`src/hdl/bppt_pkg.sv`:
```
package bppt_pkg;
  // framing bytes
  localparam logic [7:0] START_BYTE      = 8'h5a;
  localparam logic [7:0] PING_CODE       = 8'ha6;
  localparam logic [7:0] PING_RESP_CODE  = 8'ha7;
  localparam logic [7:0] PROTO_NAME      = 8'h50;
  localparam logic [7:0] PKT_ACK         = 8'ha1;
  localparam logic [7:0] PKT_COMMAND     = 8'ha4;
  localparam logic [7:0] PKT_DATA        = 8'ha5;
  // protocol version reported in the ping response
  localparam logic [7:0] VER_BUGFIX      = 8'h00;
  localparam logic [7:0] VER_MINOR       = 8'h01;
  localparam logic [7:0] VER_MAJOR       = 8'h01;
  localparam logic [15:0] OPTIONS_VALUE  = 16'h0000;
  localparam logic [2:0] PING_RESP_LAST  = 3'h7;
  // status codes (arbitrary neutral encodings)
  localparam logic [7:0] SUCCESS_STATUS          = 8'h00;
  localparam logic [7:0] ABORT_DATA_PHASE_STATUS = 8'h01;
  // baud measure counter width
  localparam int BAUD_W = 16;

  // phase of the command sequence
  typedef enum logic [2:0] {
    ST_IDLE     = 3'h0,
    ST_GOT_SYNC = 3'h1,
    ST_PING_TX  = 3'h2,
    ST_BUSY     = 3'h3,
    ST_DATA_IN  = 3'h4,
    ST_DATA_OUT = 3'h5,
    ST_FINAL    = 3'h6
  } bppt_state_e;

  // command event decoded by the framer front end
  typedef struct packed {
    logic       valid;
    logic       has_data_phase_flag;
    logic       outgoing;
  } bppt_cmd_s;

  // response request from the command engine
  typedef struct packed {
    logic       valid;
    logic [7:0] status;
    logic       has_data_phase_flag;
  } bppt_resp_s;
endpackage : bppt_pkg

```
`src/hdl/bppt_target.sv`:
```
`timescale 1ns/100ps
module bppt_target #(
  parameter int BAUD_W = bppt_pkg::BAUD_W
) (
  // system
  input  wire logic              clock,
  input  wire logic              rst,
  // link bytes from host
  input  wire logic [7:0]        rx_data,
  input  wire logic              rx_valid,
  input  wire logic              rx_level,
  input  wire logic              uart_link,
  // ping response bytes to host
  output logic      [7:0]        tx_data,
  output logic                   tx_valid,
  input  wire logic              tx_ready,
  output logic      [BAUD_W-1:0] baud_count,
  output logic                   baud_valid,
  // decoded framing events from the packet layer
  input  wire bppt_pkg::bppt_cmd_s cmd_in,
  input  wire logic              data_in_pkt,
  input  wire logic              data_in_zero,
  input  wire logic              data_in_done,
  input  wire logic              host_abort,
  input  wire logic              dev_data_sent,
  input  wire logic              dev_data_zero,
  input  wire logic              dev_data_done,
  // command engine side
  input  wire logic [7:0]        op_status,
  input  wire logic              op_fail,
  input  wire logic              dev_abort,
  output bppt_pkg::bppt_resp_s   resp_out,
  input  wire logic              resp_sent,
  output logic                   sync_req,
  output logic                   data_out_en,
  output logic                   busy
);
  bppt_pkg::bppt_state_e state_q, state_d;
  logic [2:0]        idx_q, idx_d;
  logic [BAUD_W-1:0] cnt_q, cnt_d;
  logic              measuring_q, measuring_d;
  logic              prev_lvl_q;
  logic [7:0]        stat_q, stat_d;
  logic              outg_q, outg_d;
  logic              inflag_q, inflag_d;
  bppt_pkg::bppt_resp_s resp_q, resp_d;
  logic [7:0]        txd_q, txd_d;
  logic              sync_q;

  // ping response byte by index; options split low byte first
  function automatic logic [7:0] ping_byte(input logic [2:0] i);
    case (i)
      3'h0:    ping_byte = bppt_pkg::START_BYTE;
      3'h1:    ping_byte = bppt_pkg::PING_RESP_CODE;
      3'h2:    ping_byte = bppt_pkg::VER_BUGFIX;
      3'h3:    ping_byte = bppt_pkg::VER_MINOR;
      3'h4:    ping_byte = bppt_pkg::VER_MAJOR;
      3'h5:    ping_byte = bppt_pkg::PROTO_NAME;
      3'h6:    ping_byte = bppt_pkg::OPTIONS_VALUE[7:0];
      default: ping_byte = bppt_pkg::OPTIONS_VALUE[15:8];
    endcase
  endfunction : ping_byte

  // decode of link events
  wire awaiting_cmd = (state_q == bppt_pkg::ST_IDLE);
  wire got_start    = rx_valid && rx_data == bppt_pkg::START_BYTE;
  wire got_ping     = rx_valid && rx_data == bppt_pkg::PING_CODE;
  wire edge_seen    = rx_level != prev_lvl_q;
  wire tx_take      = tx_valid && tx_ready;
  // baud is known once the ping ends, or never needed off uart
  wire baud_ok      = !uart_link || !measuring_q;

  // next-state logic for the whole sequence
  always_comb
  begin
    state_d     = state_q;
    idx_d       = idx_q;
    cnt_d       = cnt_q;
    measuring_d = measuring_q;
    stat_d      = stat_q;
    outg_d      = outg_q;
    inflag_d    = inflag_q;
    resp_d      = resp_q;
    txd_d       = txd_q;
    if (resp_sent)
      resp_d.valid = 1'b0;
    // line edges after the start byte are counted until the ping code lands
    if (measuring_q && edge_seen)
      cnt_d = cnt_q + BAUD_W'(1);
    case (state_q)
      bppt_pkg::ST_IDLE:
      begin
        if (got_start)
        begin
          state_d     = bppt_pkg::ST_GOT_SYNC;
          measuring_d = uart_link;
          cnt_d       = '0;
        end
        else if (cmd_in.valid)
        begin
          // only host activity moves the machine out of idle
          outg_d  = cmd_in.outgoing;
          // the command pulse is gone by the time busy decides
          inflag_d = cmd_in.has_data_phase_flag;
          stat_d  = bppt_pkg::SUCCESS_STATUS;
          state_d = bppt_pkg::ST_BUSY;
        end
      end
      bppt_pkg::ST_GOT_SYNC:
      begin
        if (got_ping)
        begin
          measuring_d = 1'b0;
          idx_d       = '0;
          txd_d       = ping_byte(3'h0);
          state_d     = bppt_pkg::ST_PING_TX;
        end
        else if (rx_valid)
        begin
          measuring_d = 1'b0;
          state_d     = bppt_pkg::ST_IDLE;
        end
      end
      bppt_pkg::ST_PING_TX:
      begin
        if (tx_take)
        begin
          if (idx_q == bppt_pkg::PING_RESP_LAST)
            state_d = bppt_pkg::ST_IDLE;
          else
          begin
            idx_d = idx_q + 3'h1;
            txd_d = ping_byte(idx_q + 3'h1);
          end
        end
      end
      bppt_pkg::ST_BUSY:
      begin
        // one response, flagged only when a data phase will run
        if (!resp_q.valid)
        begin
          resp_d.valid  = 1'b1;
          resp_d.status = op_fail ? op_status
                                  : bppt_pkg::SUCCESS_STATUS;
          resp_d.has_data_phase_flag = !op_fail
            && (outg_q || inflag_q);
          if (op_fail)
            state_d = bppt_pkg::ST_IDLE;
          else if (outg_q)
            state_d = bppt_pkg::ST_DATA_OUT;
          else if (inflag_q)
            state_d = bppt_pkg::ST_DATA_IN;
          else
            state_d = bppt_pkg::ST_IDLE;
        end
      end
      bppt_pkg::ST_DATA_IN:
      begin
        // only the first failure is kept, so the close reports that one unless dev_abort replaces it
        if (op_fail && stat_q == bppt_pkg::SUCCESS_STATUS)
          stat_d = op_status;
        if (dev_abort)
        begin
          stat_d  = bppt_pkg::ABORT_DATA_PHASE_STATUS;
          state_d = bppt_pkg::ST_FINAL;
        end
        else if (data_in_zero || data_in_done)
          state_d = bppt_pkg::ST_FINAL;
      end
      bppt_pkg::ST_DATA_OUT:
      begin
        if (op_fail && stat_q == bppt_pkg::SUCCESS_STATUS)
          stat_d = op_status;
        if (host_abort)
        begin
          stat_d  = bppt_pkg::ABORT_DATA_PHASE_STATUS;
          state_d = bppt_pkg::ST_FINAL;
        end
        else if (dev_data_zero || dev_data_done)
          state_d = bppt_pkg::ST_FINAL;
      end
      bppt_pkg::ST_FINAL:
      begin
        if (!resp_q.valid)
        begin
          resp_d.valid  = 1'b1;
          resp_d.status = stat_q;
          resp_d.has_data_phase_flag = 1'b0;
          state_d = bppt_pkg::ST_IDLE;
        end
      end
      default: state_d = bppt_pkg::ST_IDLE;
    endcase
  end

  // state registers
  always_ff @(posedge clock)
  begin
    if (rst)
    begin
      state_q     <= bppt_pkg::ST_IDLE;
      idx_q       <= '0;
      cnt_q       <= '0;
      measuring_q <= 1'b0;
      prev_lvl_q  <= 1'b1;
      stat_q      <= bppt_pkg::SUCCESS_STATUS;
      outg_q      <= 1'b0;
      inflag_q    <= 1'b0;
      resp_q      <= '0;
      txd_q       <= '0;
      sync_q      <= 1'b0;
    end
    else
    begin
      state_q     <= state_d;
      idx_q       <= idx_d;
      cnt_q       <= cnt_d;
      measuring_q <= measuring_d;
      prev_lvl_q  <= rx_level;
      stat_q      <= stat_d;
      outg_q      <= outg_d;
      inflag_q    <= inflag_d;
      resp_q      <= resp_d;
      txd_q       <= txd_d;
      sync_q      <= data_in_pkt || cmd_in.valid;
    end
  end

  // outputs; tx held off until the baud count is final
  assign tx_data     = txd_q;
  assign tx_valid    = (state_q == bppt_pkg::ST_PING_TX) && baud_ok;
  assign baud_count  = cnt_q;
  assign baud_valid  = uart_link && !measuring_q;
  assign resp_out    = resp_q;
  assign sync_req    = sync_q;
  assign data_out_en = (state_q == bppt_pkg::ST_DATA_OUT);
  assign busy        = !awaiting_cmd;
endmodule : bppt_target

```
`config.mk`:
```
export PLATFORM = sky130hd
export DESIGN_NAME = bppt_target
export DESIGN_NICKNAME = d
export VERILOG_FILES = /design/src/hdl/bppt_pkg.sv /design/src/hdl/bppt_target.sv
export SDC_FILE = /design/constraint.sdc
export NUM_CORES = 1
export LEC_CHECK = 0
export ABC_AREA = 1
export ABC_CLOCK_PERIOD_IN_PS = 4010
export BUFFER_PORTS_ARGS = -buffer_cell sky130_fd_sc_hd__buf_2
export CORE_ASPECT_RATIO = 1.4
export CORE_MARGIN = 2
export CORE_UTILIZATION = 59
export CTS_BUF_LIST = sky130_fd_sc_hd__clkbuf_2
export DETAILED_ROUTE_END_ITERATION = 7
export GPL_TIMING_DRIVEN = 1
export PLACE_DENSITY_LB_ADDON = 0.08
export SKIP_LAST_GASP = 1
export SYNTH_ARGS = -nofsm -noshare
export SYNTH_HDL_FRONTEND = slang
export SYNTH_SLANG_ARGS = --single-unit
export TNS_END_PERCENT = 30
```
`constraint.sdc`:
```
create_clock -name clock -period 4.01 [get_ports clock]
set_input_delay 0.401 -clock clock [delete_from_list [all_inputs] [get_ports clock]]
set_output_delay 0.401 -clock clock [all_outputs]
set_load 0.05 [all_outputs]
```
; ---- Yosys cells after proc, flatten, opt, wreduce, memory -nomap -nowiden
; Index checks and enable logic that the tools add are counted.
[totals]
ff_bits = 53
memories = 0
wordCells = 117
in_bits = 35
mem_bits_ro = 0
ram_bits = 0
latchBits = 0
out_inout_bits = 39
[classes]
add_sub_neg = 2
muxes = 43
multipliers = 0
magnitude_cmp = 0
n_reduce_logical = 31
n_div = 0
bitwise = 1
shifts = 0
n_eq_ne = 27
[ops]
columns = operator, count
row1 = 8-bit two-way mux, 9
row2 = 3-bit two-way mux, 18
row3 = 16-bit two-way mux, 3
row4 = 8-bit one-hot mux with 4 select lines, 1
row5 = 8-bit one-hot mux with 3 select lines, 1
row6 = 3-bit one-hot mux with 7 select lines, 1
row7 = 10-bit two-way mux, 2
row8 = 10-bit one-hot mux with 2 select lines, 1
row9 = "3-bit equality test, second input constant", 6
row10 = "16-bit by 1-bit adder with 16-bit output, second input constant", 1
row11 = "2-bit != test, second input constant", 8
row12 = 8-bit one-hot mux with 2 select lines, 1
row13 = 3-bit AND reduction, 4
row14 = "3-bit by 2-bit equality test with 1-bit output, second input constant", 3
row15 = "8-bit by 7-bit equality test with 1-bit output, second input constant", 1
row16 = "8-bit equality test, second input constant", 1
row17 = 1-bit logical AND, 8
row18 = 8-bit logical NOT, 1
row19 = 8-bit AND reduction, 1
row20 = "3-bit by 1-bit equality test with 1-bit output, second input constant", 2
row21 = 3-bit logical NOT, 2
row22 = "3-bit by 2-bit != test with 1-bit output, second input constant", 2
row23 = "3-bit != test, second input constant", 2
row24 = 3-bit one-hot mux with 2 select lines, 1
row25 = other kinds (12), 24

; ---- Logic depth before layout (Yosys ltp)
[depth]
word_depth = 7
depth_mapped = 11
ltp_nobuf = 11

; ---- Least setup slack after synthesis
; Ideal clock, no wire load.
[synth_path]
kind = register to output
startpoint = register state_q[1]
endpoint = output port tx_valid
slack_ps = 2141
path_buffers = 0
arrival_ps = 1468
path_stages_with_launch = 5
required_ps = 3609
path_cell_list = dfxtp_1 inv_2 nor2_8 nand2_4 a21oi_1
[synth_between]
elab_chain_cells = 2
[synth_rtl]
columns = item, line
row1 = from (decl), bppt_target.sv:38  ; bppt_pkg::bppt_state_e state_q, state_d;
row2 = from (signal assigned), bppt_target.sv:201  ; state_q <= bppt_pkg::ST_IDLE;
row3 = from (signal assigned), bppt_target.sv:215  ; state_q <= state_d;
row4 = 3-bit by 2-bit equality test with 1-bit output, bppt_target.sv:231  ; assign tx_valid = (state_q == bppt_pkg::ST_PING_TX) && baud_ok;
row5 = 1-bit logical AND, bppt_target.sv:231
row6 = to (decl), bppt_target.sv:15  ; output logic tx_valid,
; No other way between the ends.

; ---- Worst setup path after layout
[layout_path]
startpoint = register state_q[2]
endpoint = output port data_out_en
[layout_between]
elab_chain_cells = 1
[layout_rtl]
columns = item, line
row1 = 3-bit equality test, bppt_target.sv:236  ; assign data_out_en = (state_q == bppt_pkg::ST_DATA_OUT);
row2 = to (decl), bppt_target.sv:35  ; output logic data_out_en,
; No other way between the ends.

==> reports/results.tsv <==
metric	value	unit
fin nets	500	
core area	0.00450	mm^2
worst hold path class	input port to flip-flop	
post-synth top area cell	dfxtp_1	
Yosys cell types	40	
DR WL/cell	11.6	um
share of the synthesized area in the top cell type	36.6	%
TritonCTS Sinks	50	
final number of setup-violating endpoints	0	
DRT Pass-1 Iters	4	
Reg-to-Reg Start	state_q[2]$_SDFFE_PP0P_	
total gr overflow	0	
syn nets	432	
RSZ-0062 raised after global routing	false	
dpl ws	2.11	ns
initial DRC count	173	
total count of hold-check failures in the final report	0	
maximum VDD drop	0.000323	V
detailed placement HPWL	4550	um
Max Clk Rate	0.447	GHz
CP cell instances	nand3_1 -> inv_1 -> buf_2	
H-tree levels	2	
max_cap viols	0	
die area	0.00520	mm^2
relative slew slack	52.0	%
peak per-stage delay on the critical path	0.84	ns
Worst Path Max Fanout	15	
first-pass GRT wire length	10200	um
Final Skew	0.0257	ns
Clock Path Buffers	2	
Pleak	1.59	nW
detailed-route via count	2727	
Synth Register Bits	50	
worst setup margin	1.77	ns
crit end category	output pin	
largest net degree at the start of global routing	26	
synth warn	0	
DIE WIDTH	61.5	um
area delta synth->final	15.1	%
Inserted Clock Buffers	5	
Critical Path AT	1.84	ns
Final Cell Area	0.00315	mm^2
Slew Viols, Final	0	
ratio of total power to cell area	529	mW/mm^2
cells resized by post-CTS repair	0	
ANT nets after route	0	
Setup CP Type	flip-flop to output pin	
placed standard-cell area	0.00310	mm^2
num rows	29	
io pins	74	
main flop type after synthesis	dfxtp_1	
average size of a mapped cell	6.96	um^2
total power	1.66	mW
Post-Syn Instances	393	
Worst Tran Pin Value	0.720	ns
Synth async-reset ratio	0	%
Seq/Total Area, Yosys	36.6	%
slowest CP cell	dfxtp_1	
DR DRC count	0	
buffers added on ports	72	
final wirelength	6080	um
Hold Worst Slack	0.152	ns
TritonCTS clock tree	built	
Die H	84.6	um
number of flops mapped to enable cells by yosys	0	
initial antenna violation count	0	
post-CTS setup buffer count	0	
top-count cell post-synth	nand2_1	
hold buffer count at cts	0	
Critical Path Source Type	flip-flop	
layout cell share with drive strength beyond 1	24.2	%
Post-Syn Area	0.00274	mm^2
CTS root buffer	clkbuf_2	
top post-synthesis cells by count	69 x nand2_1, 57 x inv_1, 55 x nor2_1, 50 x dfxtp_1, 39 x nand3_1	
ant diodes	0	
hold wc startpoint	data_in_pkt	
DR vias/cell	5.20	
Critical Path RT	3.61	ns
Worst Setup SP	state_q[2]$_SDFFE_PP0P_	
fraction of the cycle the final worst path needs	55.8	%
Initial Utilization	60.8	%
Clk Latency, worst-skew pair	0.45	ns
number of global-route vias before repair	2525	
Final GP Congestion	0.828	
synth top area cells	dfxtp_1 37%, nand2_1 9.5%, inv_1 7.8%	
status	finished clean	
Reg clk slew, reported paths	0.23	ns
final setup TNS	0	ns
total track usage	24.9	%
crit path time final	2.24	ns
-- flip-flops by register name, indices dropped and copies added (netlist names), 3 cells and up --
signal	flops
baud_count	16
idx_q	3
resp_out	10
stat_q	8
state_q	3
tx_data	5
-- logic make-up (layout without fill, tap and decap cells) --
logic type | after synthesis | in the layout | share of synthesized area [%]
AO/OA/AOI/OAI | 57 | 57 | 11.3
AND/OR/NAND/NOR | 205 | 205 | 37.6
buffers and inverters | 72 | 141 | 10.9
flip-flops | 50 | 50 | 36.6
XOR/XNOR | 4 | 4 | 1.28
adder cells (fa/ha/maj) | 4 | 4 | 1.83
multiplexers | 1 | 1 | 0.366
-- layout make-up --
class / instances / area, um^2
multi-input combinational: 271 / 1440
fill: 441 / 1350
sequential: 50 / 1000
timing repair buffer: 72 / 360
inverter: 61 / 229
tap: 62 / 77.6
clock buffer: 6 / 30.0
clock inverter: 2 / 13.8
-- per-stage QoR --
stage          instances  util (%)
6_report             524      69.9
5_1_grt              524      69.9
4_1_cts              524      69.9
3_5_place_dp         516      69.0
3_3_place_gp         516      69.0
2_1_floorplan        393         -
-- worst paths after layout --
path         depth (start not counted)  slack [ns]                       end
max                                  3        1.77               data_out_en
min                                  3        0.15       sync_req$_SDFF_PP0_
max reg2reg                          7        2.18   state_q[2]$_SDFFE_PP0P_
min reg2reg                          2        0.48  resp_out[0]$_SDFFE_PP0P_
-- cell usage in the layout (no fill, tap or decap), types with 2 or more instances in the layout --
cell	n
inv_1	57
nand2_4	3
nand3_1	39
a21oi_1	19
nor2_4	3
inv_2	4
nand2_1	69
nand4_1	9
and2_1	2
ha_1	4
nand2_2	5
a31oi_1	8
nand3b_1	2
nand3_2	3
o21ai_0	23
clkbuf_2	6
nor3_1	2
dfxtp_1	50
nor2_1	55
nand3_4	2
nor2_2	6
buf_2	72
xnor2_1	2
xor2_1	2
-- routing by layer --
layer / wire length, um / vias up / GRT usage, %
li1: - / 1396 / -
met1: 2500 / 1247 / 27.4
met2: 3180 / 76 / 45.6
met3: 339 / 8 / 5.24
met4: 72 / 0 / 6.96
met5: 0 / - / 0
-- where the power goes --
group	internal (mW)	leakage, nW	switching (mW)	total (mW)
clock	0.0460	0.0330	0.168	0.214
combinational	0.223	1.15	0.572	0.795
sequential	0.573	0.406	0.0817	0.654
total	0.842	1.59	0.821	1.66
-- worst max-delay path, delay by kind of cell (launching register included) --
family,cells,cell delay [ns]
buffers and inverters,2,0.36
and+or+nand+nor,1,0.20
DFF,1,0.84
(Power assumes the default switching activity.)
